`config.mk`:
```
export PLATFORM = sky130hd
export DESIGN_NAME = srj_exec_unit
export DESIGN_NICKNAME = d
export VERILOG_FILES = /design/src/srj_pkg.sv /design/src/srj_exec_unit.sv
export SDC_FILE = /design/constraint.sdc
export NUM_CORES = 1
export LEC_CHECK = 0
export ABC_CLOCK_PERIOD_IN_PS = 7500
export BUFFER_PORTS_ARGS = -buffer_cell sky130_fd_sc_hd__buf_4
export CAP_MARGIN = 10
export CORE_MARGIN = 2
export CORE_UTILIZATION = 45
export DETAILED_ROUTE_END_ITERATION = 8
export GPL_ROUTABILITY_DRIVEN = 1
export GPL_TIMING_DRIVEN = 0
export HOLD_SLACK_MARGIN = 0.03
export PLACE_DENSITY = 0.64
export SETUP_SLACK_MARGIN = 0.2
export SYNTH_ARGS = -nofsm -noshare
export SYNTH_HDL_FRONTEND = slang
export SYNTH_SLANG_ARGS = --single-unit
```
`constraint.sdc`:
```
create_clock -name clock -period 7.5 [get_ports clock]
set_clock_uncertainty 0.2 [all_clocks]
set_input_delay 0.75 -clock clock [delete_from_list [all_inputs] [get_ports clock]]
set_output_delay 0.75 -clock clock [all_outputs]
set_load 0.1 [all_outputs]
```
`src/srj_pkg.sv`:
```
/*
 * Shared constants for the stack, rotate and jump execution unit:
 * opcodes, special direct addresses, reset values and state codes.
 * Assumes an 8-bit data path and a 16-bit program counter.
 */
package srj_pkg;

    // Opcodes
    localparam logic [7:0] OP_OR_TO_MEMORY   = 8'h42;
    localparam logic [7:0] OP_STACK_READ     = 8'hD0;
    localparam logic [7:0] OP_STACK_WRITE    = 8'hC0;
    localparam logic [7:0] OP_SUB_EXIT       = 8'h22;
    localparam logic [7:0] OP_INT_EXIT       = 8'h32;
    localparam logic [7:0] OP_ROT_LEFT       = 8'h23;
    localparam logic [7:0] OP_ROT_LEFT_C     = 8'h33;
    localparam logic [7:0] OP_ROT_RIGHT      = 8'h03;
    localparam logic [7:0] OP_ROT_RIGHT_C    = 8'h13;
    localparam logic [7:0] OP_SET_CARRY      = 8'hD3;
    localparam logic [7:0] OP_SET_BIT        = 8'hD2;
    localparam logic [7:0] OP_SHORT_JUMP     = 8'h80;

    // Direct addresses served inside the unit
    localparam logic [7:0] ADDR_STATUS_WORD  = 8'hD0;
    localparam logic [7:0] ADDR_ACCUMULATOR  = 8'hE0;
    // Bit-addressable low area base and split point
    localparam logic [7:0] BIT_AREA_BASE     = 8'h20;
    localparam logic [7:0] BIT_SFR_SPLIT     = 8'h80;

    // Values after reset
    localparam logic [7:0]  SP_RESET         = 8'h07;
    localparam logic [15:0] PC_RESET         = 16'h0000;
    localparam logic [7:0]  ACC_RESET        = 8'h00;
    localparam logic [6:0]  PSW_HI_RESET     = 7'h00;

    // Instruction lengths in bytes
    localparam logic [15:0] LEN_ONE          = 16'h0001;
    localparam logic [15:0] LEN_TWO          = 16'h0002;

    typedef enum logic [1:0] {
        ST_IDLE  = 2'b00,
        ST_READ1 = 2'b01,
        ST_READ2 = 2'b10
    } srj_state_t;

endpackage

```
`src/srj_exec_unit.sv`:
```
/*
 * Execution unit for a subset of an 8-bit controller's instructions:
 * OR into memory, stack read/write, returns, rotates, set carry/bit and
 * the short relative jump. Holds accumulator, status word, stack pointer
 * and program counter. Assumes an asynchronous-read data memory: read
 * data is valid in the same cycle that memRdEn and memAddr are shown.
 */
`timescale 1ns/10ps

// Functional notes
// - Opcode 42h with a direct address ORs the accumulator into that location, two bytes.
// - Opcode D0h with a direct address copies the byte at the stack pointer to that address.
// - After that copy the stack pointer is reduced by one.
// - Opcode C0h first increments the stack pointer, then stores the named byte there.
// - A stack read into the status word keeps parity following the accumulator.
// - Opcode 22h reloads the program counter from the top two stack bytes.
// - Returns read the high byte at the pointer, decrement, read the low byte, decrement.
// - Opcode 32h returns likewise and re-enables interrupts of equal or lower priority.
// - Opcode 23h rotates the accumulator left, bit 7 into bit 0, carry untouched.
// - Opcode 33h rotates left through carry.
// - Opcode 03h rotates the accumulator right, bit 0 into bit 7, carry untouched.
// - Opcode 13h rotates right through carry.
// - Opcode D3h forces carry to one.
// - Opcode D2h with a bit address sets that bit and keeps the rest of the byte.
// - Opcode 80h advances the program counter by two, then adds the offset.
module srj_exec_unit
    import srj_pkg::*;
#(
    parameter int PC_WIDTH = 16
)
(
    input  wire logic          clock,
    input  wire logic          reset,
    input  wire logic          clockEnable,
    input  wire logic          instrValid,
    input  wire logic [7:0]    instrOpcode,
    input  wire logic [7:0]    instrOperand,
    input  wire logic [7:0]    memRdData,
    output logic               busy,
    output logic               instrDone,
    output logic               illegalOpcode,
    output logic               interruptReenable,
    output logic [7:0]         memAddr,
    output logic               memRdEn,
    output logic               memWrEn,
    output logic [7:0]         memWrData,
    output logic [7:0]         accumulator,
    output logic [7:0]         programStatusWord,
    output logic [7:0]         stackTopPointer,
    output logic [15:0]        programCounter
);

    if (PC_WIDTH != 16)
    begin : g_bad_width
        $error("srj_exec_unit supports only a 16-bit program counter");
    end

    ////////////////////////////////////////////////////////////////////////
    // Helpers

    // Byte holding a bit address
    function automatic logic [7:0] bitByte(input logic [7:0] bitAddr);
        if (bitAddr < BIT_SFR_SPLIT)
            bitByte = BIT_AREA_BASE + {4'h0, bitAddr[6:3]};
        else
            bitByte = {bitAddr[7:3], 3'b000};
    endfunction

    // Direct read, with accumulator and status word served locally
    function automatic logic [7:0] readDirect(input logic [7:0] addr, input logic [7:0] memData,
                                              input logic [7:0] acc, input logic [7:0] program_status_word);
        if (addr == ADDR_ACCUMULATOR)
            readDirect = acc;
        else if (addr == ADDR_STATUS_WORD)
            readDirect = program_status_word;
        else
            readDirect = memData;
    endfunction

    srj_state_t  state_reg;
    logic [7:0]  opcode_reg;
    logic [7:0]  operand_reg;
    logic [7:0]  acc_reg;
    logic [6:0]  pswHi_reg;
    logic        parity_reg;
    logic [7:0]  sp_reg;
    logic [15:0] pc_reg;
    logic [7:0]  memAddr_reg;
    logic        memRdEn_reg;
    logic        memWrEn_reg;
    logic [7:0]  memWrData_reg;
    logic        busy_reg;
    logic        done_reg;
    logic        illegal_reg;
    logic        intReen_reg;

    logic        accept;
    logic [7:0]  pswView;
    logic [7:0]  srcByte;
    logic [7:0]  destAddr;
    logic [7:0]  destValue;
    logic [15:0] jumpTarget;

    assign accept = clockEnable && instrValid && !busy_reg;
    assign pswView = {pswHi_reg, parity_reg};
    assign srcByte = readDirect(memAddr_reg, memRdData, acc_reg, pswView);
    // Sign-extend and add to the advanced counter
    assign jumpTarget = pc_reg + LEN_TWO + {{8{instrOperand[7]}}, instrOperand};

    ////////////////////////////////////////////////////////////////////////
    // Read-modify-write target for the first read cycle
    always_comb
    begin
        destAddr = memAddr_reg;
        destValue = srcByte;
        case (opcode_reg)
            OP_OR_TO_MEMORY: destValue = srcByte | acc_reg;
            OP_STACK_READ:
            begin
                destAddr = operand_reg;
                destValue = memRdData;
            end
            OP_SET_BIT: destValue = srcByte | (8'h01 << operand_reg[2:0]);
            default: destValue = srcByte;
        endcase
    end

    ////////////////////////////////////////////////////////////////////////
    // Sequencer, architectural state and memory port
    always_ff @(posedge clock or posedge reset)
    begin
        if (reset)
        begin
            state_reg <= ST_IDLE;
            opcode_reg <= 8'h00;
            operand_reg <= 8'h00;
            acc_reg <= ACC_RESET;
            pswHi_reg <= PSW_HI_RESET;
            parity_reg <= 1'b0;
            sp_reg <= SP_RESET;
            pc_reg <= PC_RESET;
            memAddr_reg <= 8'h00;
            memRdEn_reg <= 1'b0;
            memWrEn_reg <= 1'b0;
            memWrData_reg <= 8'h00;
            busy_reg <= 1'b0;
            done_reg <= 1'b0;
            illegal_reg <= 1'b0;
            intReen_reg <= 1'b0;
        end
        else if (clockEnable)
        begin
            memRdEn_reg <= 1'b0;
            memWrEn_reg <= 1'b0;
            done_reg <= 1'b0;
            illegal_reg <= 1'b0;
            intReen_reg <= 1'b0;
            case (state_reg)
                ST_IDLE:
                begin
                    if (accept)
                    begin
                        opcode_reg <= instrOpcode;
                        operand_reg <= instrOperand;
                        done_reg <= 1'b1;
                        case (instrOpcode)
                            OP_ROT_LEFT:
                            begin
                                acc_reg <= {acc_reg[6:0], acc_reg[7]};
                                parity_reg <= ^acc_reg;
                                pc_reg <= pc_reg + LEN_ONE;
                            end
                            OP_ROT_LEFT_C:
                            begin
                                acc_reg <= {acc_reg[6:0], pswHi_reg[6]};
                                pswHi_reg[6] <= acc_reg[7];
                                parity_reg <= ^{acc_reg[6:0], pswHi_reg[6]};
                                pc_reg <= pc_reg + LEN_ONE;
                            end
                            OP_ROT_RIGHT:
                            begin
                                acc_reg <= {acc_reg[0], acc_reg[7:1]};
                                parity_reg <= ^acc_reg;
                                pc_reg <= pc_reg + LEN_ONE;
                            end
                            OP_ROT_RIGHT_C:
                            begin
                                acc_reg <= {pswHi_reg[6], acc_reg[7:1]};
                                pswHi_reg[6] <= acc_reg[0];
                                parity_reg <= ^{pswHi_reg[6], acc_reg[7:1]};
                                pc_reg <= pc_reg + LEN_ONE;
                            end
                            OP_SET_CARRY:
                            begin
                                pswHi_reg[6] <= 1'b1;
                                pc_reg <= pc_reg + LEN_ONE;
                            end
                            OP_SHORT_JUMP: pc_reg <= jumpTarget;
                            OP_OR_TO_MEMORY, OP_SET_BIT:
                            begin
                                memAddr_reg <= (instrOpcode == OP_SET_BIT) ?
                                               bitByte(instrOperand) : instrOperand;
                                memRdEn_reg <= 1'b1;
                                busy_reg <= 1'b1;
                                done_reg <= 1'b0;
                                state_reg <= ST_READ1;
                            end
                            OP_STACK_WRITE:
                            begin
                                sp_reg <= sp_reg + 8'h01;
                                memAddr_reg <= instrOperand;
                                memRdEn_reg <= 1'b1;
                                busy_reg <= 1'b1;
                                done_reg <= 1'b0;
                                state_reg <= ST_READ1;
                            end
                            OP_STACK_READ, OP_SUB_EXIT, OP_INT_EXIT:
                            begin
                                memAddr_reg <= sp_reg;
                                memRdEn_reg <= 1'b1;
                                busy_reg <= 1'b1;
                                done_reg <= 1'b0;
                                state_reg <= ST_READ1;
                            end
                            default: illegal_reg <= 1'b1;
                        endcase
                    end
                end
                ST_READ1:
                begin
                    case (opcode_reg)
                        OP_STACK_WRITE:
                        begin
                            memAddr_reg <= sp_reg;
                            memWrData_reg <= srcByte;
                            memWrEn_reg <= 1'b1;
                            pc_reg <= pc_reg + LEN_TWO;
                            busy_reg <= 1'b0;
                            done_reg <= 1'b1;
                            state_reg <= ST_IDLE;
                        end
                        OP_SUB_EXIT, OP_INT_EXIT:
                        begin
                            pc_reg[15:8] <= memRdData;
                            sp_reg <= sp_reg - 8'h01;
                            memAddr_reg <= sp_reg - 8'h01;
                            memRdEn_reg <= 1'b1;
                            state_reg <= ST_READ2;
                        end
                        default:
                        begin
                            // Internal registers are written here, memory otherwise
                            if (destAddr == ADDR_ACCUMULATOR)
                            begin
                                acc_reg <= destValue;
                                parity_reg <= ^destValue;
                            end
                            else if (destAddr == ADDR_STATUS_WORD)
                                pswHi_reg <= destValue[7:1];
                            else
                            begin
                                memAddr_reg <= destAddr;
                                memWrData_reg <= destValue;
                                memWrEn_reg <= 1'b1;
                            end
                            if (opcode_reg == OP_STACK_READ)
                                sp_reg <= sp_reg - 8'h01;
                            pc_reg <= pc_reg + LEN_TWO;
                            busy_reg <= 1'b0;
                            done_reg <= 1'b1;
                            state_reg <= ST_IDLE;
                        end
                    endcase
                end
                ST_READ2:
                begin
                    pc_reg[7:0] <= memRdData;
                    sp_reg <= sp_reg - 8'h01;
                    intReen_reg <= (opcode_reg == OP_INT_EXIT);
                    busy_reg <= 1'b0;
                    done_reg <= 1'b1;
                    state_reg <= ST_IDLE;
                end
                default: state_reg <= ST_IDLE;
            endcase
        end
    end

    assign busy = busy_reg;
    assign instrDone = done_reg;
    assign illegalOpcode = illegal_reg;
    assign interruptReenable = intReen_reg;
    assign memAddr = memAddr_reg;
    assign memRdEn = memRdEn_reg;
    assign memWrEn = memWrEn_reg;
    assign memWrData = memWrData_reg;
    assign accumulator = acc_reg;
    assign programStatusWord = pswView;
    assign stackTopPointer = sp_reg;
    assign programCounter = pc_reg;

    logic inRead1;
    assign inRead1 = clockEnable && (state_reg == ST_READ1);
endmodule

```
==> run metrics, run 1 <==
VDD IR-drop max 311 µV; Wirelength per Cell 20.8 µm; Die X-Extent 125 µm; flop-to-flop setup slack 3.79 ns; Slew headroom 47.3%; WP buf/inv 0; htree depth 3; worst-path cell chain ha_1 -> and3_1 -> nand3_1 -> xnor2_1 -> ha_1 -> a21o_1 -> a21o_1 -> a21oi_1 -> o211a_1 -> o21ai_0 -> a31oi_1 -> xnor2_1 -> o41a_1; critical path type flip-flop to flip-flop; Mapped Area 6580 µm²; Area contributors post-synth dfrtp_1, mux2_2, o21ai_0; crit-path max cell delay 0.48 ns; # DRC 0; max reg flops 16; max-cap violations 0; final setup fails 0; syn avg cell area 8.39 µm²; Finished Core Util 54.2%; Skew-Pair Late Insertion Delay 0.36 ns; largest net degree at the start of global routing 71; Worst Hold Class primary input to asynchronous set/reset pin; startpoint types flip-flop; r2r endpoint programCounter[15]; total placed cells including tap cells 1059; drt total wl 22400 µm; Hold Fails Final Rpt 0; commonest non-fill, non-tap cell in the layout buf_4; final slew viol count 0; Vias/cell 6.14; Worst-path clk slew 0.07 ns; Slowest-stage cell, CP dfrtp_1; layout cells sized above 1 19.1%; achievable clock frequency 0.270 GHz; synthesis warning total 0; post-synth cell types 80; # diodes 0; FILL cells 1385; # nets final 941; Post-CTS Setup Bufs 0; P_leak 0.00344 µW; Die Ht 125 µm; clk sinks 80; # rows 44; Post-synth EDFFs 0; drt pass-1 iters 5; die area 15600 µm²; Worst-Margin Slew 0.790 ns; GRT Total Usage 28.3%; vias in the first global route 6204; synthesized instance count 784; CP endpoint kind flip-flop; vias post-DR 6602; CTS Buf Count 9; total power 3390 µW; Tmin final 3.71 ns; CTS max path bufs 2; Starting Density 45.6%; CTS resizes 0; non-filler cells, final 1076; Syn Nets 838; reg2reg path depth 13; worst-path fanout max 8; CTS tree yes; status finished clean; ANT nets after route 0; Setup TNS 0 ns; WP data arrival 3.74 ns; CP required 7.54 ns; 1st-iter DRT viols 737; initial antenna violation count 0; HPWL after detailed placement 17000 µm; fraction of registers with async set/reset 100%; unrepaired setup endpoints after global routing false; Seq/Total Area, Yosys 30.5%; total grt overflow 0; Clk Tree Root Cell clkbuf_16; share of the clock period used by the worst path 49.4%; synthesis-stage register bit count 80; Area Growth Syn to Fin 18.9%; gpl congestion 0.924; reg2reg start programCounter[1]; IO buf count 89; commonest cells after routing, fill and taps aside buf_4, nand2_1, dfrtp_1; pwr dens 434 nW/µm²; share of the synthesized area in the top cell type 29.3%; Crit path max-delay family compound AO/OA/AOI/OAI gates; predominant post-synthesis flop cell dfrtp_1; IO Count 90; core footprint 14400 µm²; first-pass GRT wire length 34800 µm; hold_buf cts 0; cell taking the most area after synthesis dfrtp_1
[metal layers]
metal | wire, µm | track usage, %
met1 | 10100 | 41.1
met2 | 9870 | 42.8
met3 | 1750 | 3.99
met4 | 659 | 11.0
met5 | 0 | 0
[cell type report]
class                           instances  area, µm²  share of cell area, %
Inverter                               26        100                   1.28
Sequential cell                        80       2010                   25.6
Clock inverter                          7       76.3                  0.976
Multi-Input combinational cell        628       4270                   54.5
Clock buffer                            9        225                   2.88
Tap cell                              184        230                   2.94
Timing Repair Buffer                   92        708                   9.05
Buffer                                 50        211                   2.70
[synthesized netlist by cell type (4+ instances only)]
cell type  instances
a211oi_1           6
a21o_1             9
a21oi_1           60
a221oi_1           6
a22oi_1           12
a31oi_1           10
and3_1            10
buf_4              4
clkbuf_1          41
dfrtp_1           77
ha_1              25
inv_1             26
mux2_2            31
mux2i_1           16
nand2_1           85
nand2b_1           7
nand3_1           19
nand4_1            6
nor2_1            70
nor2b_1            8
nor3_1            17
o211ai_1           5
o21a_1             4
o21ai_0           64
o21bai_1           6
o22ai_1            6
o31ai_1            4
or3_1              9
xnor2_1           34
xor2_1            24
[kinds of logic after synthesis]
logic type	after synthesis	synth area share [%]
AOI/OAI and AO/OA	234	23.6
xor gates and xnor gates	60	8.40
adders and majority gates	26	5.06
buffers and inverters	76	4.70
DFF	80	30.5
muxes	50	8.37
and+or+nand+nor	258	19.4
[stage by stage]
stage | hold slack (ns) | setup WS, ns | area (µm²)
6_report | 0.105 | 3.79 | 7820
5_1_grt | 0.124 | 3.56 | 7820
2_1_floorplan | 0.271 | 3.62 | 6580
3_5_place_dp | 0.276 | 3.68 | 7510
3_3_place_gp | 0.265 | 3.37 | 7480
4_1_cts | 0.109 | 3.84 | 7820
[worst max-delay path by stage]
stage                     cells after the start            endpoint         startpoint
after floorplan                              13  programCounter[15]  programCounter[2]
after global placement                        2          memAddr[3]              reset
after detailed placement                     11   programCounter[3]     instrOpcode[0]
after CTS                                    13  programCounter[15]  programCounter[1]
after global routing                         13  programCounter[15]  programCounter[1]
final                                        13  programCounter[15]  programCounter[1]
[where the power goes]
| group | internal (µW) | switching, µW | total [µW] | leakage [µW] |
|---|---|---|---|---|
| clock | 261 | 204 | 465 | 0.000143 |
| combinational | 644 | 1500 | 2140 | 0.00230 |
| sequential | 586 | 201 | 787 | 0.000995 |
| total | 1490 | 1900 | 3390 | 0.00344 |
No activity file was read; power rests on OpenSTA's default activity.
==> run 2: changes to the inputs <==
--- a/config.mk
+++ b/config.mk
@@ -5,7 +5,7 @@
 export SDC_FILE = /design/constraint.sdc
 export NUM_CORES = 1
 export LEC_CHECK = 0
-export ABC_CLOCK_PERIOD_IN_PS = 7500
+export ABC_CLOCK_PERIOD_IN_PS = 3840
 export BUFFER_PORTS_ARGS = -buffer_cell sky130_fd_sc_hd__buf_4
 export CAP_MARGIN = 10
 export CORE_MARGIN = 2
==> constraint.sdc (replaced) <==
create_clock -name clock -period 3.84 [get_ports clock]
set_clock_uncertainty 0.2 [all_clocks]
set_input_delay 0.384 -clock clock [delete_from_list [all_inputs] [get_ports clock]]
set_output_delay 0.384 -clock clock [all_outputs]
set_load 0.1 [all_outputs]
==> run 2 against run 1 <==
Compared with the run above:
- design area rose by 1.5%
- count of clock-buffer cells in the layout rose by 1
- setup slack lost 3.4 ns
- largest power group unchanged
==> run metrics, run 2 (synthesis gave the netlist of run 1 again) <==
largest net degree at the start of global routing 65 (-8.5%); Die X-Extent 125 µm (unchanged); drt pass-1 iters 6 (+1); IO Count 90 (unchanged); Worst Hold Class primary input to flip-flop; core footprint 14400 µm² (unchanged); VDD IR-drop max 797 µV (+160%); critical path type flip-flop to flip-flop; GRT busiest layer met1; CTS max path bufs 2 (unchanged); Worst-Margin Slew 0.915 ns (+0.124 ns); drt total wl 22700 µm (+1.2%); Area Growth Syn to Fin 20.6%; # diodes 0 (unchanged); Worst-path clk slew 0.07 ns (about the same); GRT Total Usage 28.7% (+0.42 points); Skew-Pair Late Insertion Delay 0.36 ns (about the same); die area 15600 µm² (unchanged); commonest cells after routing, fill and taps aside buf_4, nand2_1, dfrtp_1; Slew headroom 39.0% (-8.3 points); Wirelength per Cell 21.0 µm (+0.92%); Placed Area 7520 µm² (about the same); CTS tree yes; gpl congestion 0.949 (+2.6%); Tmin final 3.46 ns (-0.244 ns); CTS Buf Count 9 (unchanged); status finished clean; 1st-iter DRT viols 722 (-2.0%); final setup fails 0 (unchanged); IO buf count 89 (unchanged); WP data arrival 3.50 ns (-0.24 ns); met3 Usage GRT 4.12% (+0.13 points); # rows 44 (unchanged); Die Ht 125 µm (unchanged); CP required 3.87 ns (-3.67 ns); ANT nets after route 0 (unchanged); unrepaired setup endpoints after global routing false; achievable clock frequency 0.289 GHz (+7.1%); commonest non-fill, non-tap cell in the layout buf_4; max reg flops 16 (unchanged); P_leak 0.00349 µW (+1.6%); startpoint types flip-flop; initial antenna violation count 0 (unchanged); clk sinks 80 (unchanged); total grt overflow 0 (unchanged); total power 6830 µW (+100%); Finished Core Util 55.0% (+0.80 points); Clk Tree Root Cell clkbuf_16; vias in the first global route 6135 (-1.1%); Vias/cell 6.15 (+0.19%); CP endpoint kind flip-flop; Hold Fails Final Rpt 0 (unchanged); max-cap violations 0 (unchanged); layout cells sized above 1 20.4% (+1.4 points); share of the clock period used by the worst path 90.2% (+41 points); first-pass GRT wire length 35300 µm (+1.6%); Starting Density 45.6% (unchanged); final slew viol count 0 (unchanged); htree depth 3 (unchanged); Global Route met1 Usage 43.0% (+1.9 points); # DRC 0 (unchanged); vias post-DR 6633 (+0.47%); flop-to-flop setup slack 0.38 ns (-3.42 ns); Finished Cell Area 7940 µm² (+1.5%); met2 Usage GRT 43.0% (+0.13 points); pwr dens 860 nW/µm² (+98%); # nets final 944 (+0.32%); worst-path fanout max 7 (-1); HPWL after detailed placement 17100 µm (+0.69%)
## run 2: cell types whose count changed in the layout (fill, tap and decap cells not counted), moves of 2 or more
cell / previous run / this run
dfrtp_2: 0 / 5
dfrtp_1: 77 / 72
nand3_1: 19 / 17
xnor2_1: 34 / 32
xnor2_2: 0 / 2
bufinv_16: 1 / 3
clkbuf_2: 0 / 2
nand3_2: 0 / 2
## run 2: worst paths after layout
path / start / end / cells past startpoint
worst max register to register: programCounter[2] / programCounter[15] / 13
worst min register to register: memWrEn / memWrEn / 1
worst max-delay path: programCounter[2] / programCounter[15] / 13
min in group asynchronous: reset / programCounter[9] / 3
max in group asynchronous: reset / memWrData[3] / 4
worst min-delay path: instrOpcode[3] / opcode_reg[3] / 2
## run 2: metal layers
layer	vias to the layer above	share of wire, %
li1	3066	-
met1	3187	45
met2	342	44
met3	38	8.3
met4	0	2.3
met5	-	0
## run 2: layout make-up
type	instances	area [µm²]
multi-input combinational	628	4290
buffer	50	214
inverter	26	100
fill	1374	6490
clock inverter	6	115
timing repair buffer	95	746
tap	184	230
sequential	80	2010
clock buffer	10	229
## run 2: worst max-delay path, stage by stage, from the launching register on
cell and delay (ns):
dfrtp_2 0.43, ha_1 0.24, and3_2 0.26, nand3_2 0.16, xnor2_2 0.19, ha_1 0.35, a21o_1 0.18, a21o_1 0.17
a21oi_1 0.17, o211a_1 0.20, o21ai_0 0.10, a31oi_1 0.27, xnor2_1 0.10, o41a_1 0.31
## run 2: metrics by stage
stage                     setup WS [ns]  setup TNS (ns)  std cells  hold WS (ns)
after floorplan                   0.274               0        784         0.271
after detailed placement          0.227               0       1059         0.156
after global routing              0.199               0       1079        0.0955
after CTS                         0.247               0       1076        0.0874
after global placement           -0.182          -0.906       1057         0.265
final                             0.377               0       1079        0.0888
## run 2: what timing repair did
action / 4_1_cts / 5_1_grt
setup endpoints to repair: 1 / 2
pin swaps: 0 / 1
resized for setup: 1 / 7
endpoints found under the hold margin: 13 / 0
buffers inserted: 0 / 2
hold buffers: 1 / 0
## run 2: power breakdown
group / switching, µW / internal, µW / leakage (µW)
registers: 395 / 1150 / 0.000988
logic: 2960 / 1290 / 0.00234
clock network: 398 / 641 / 0.000164
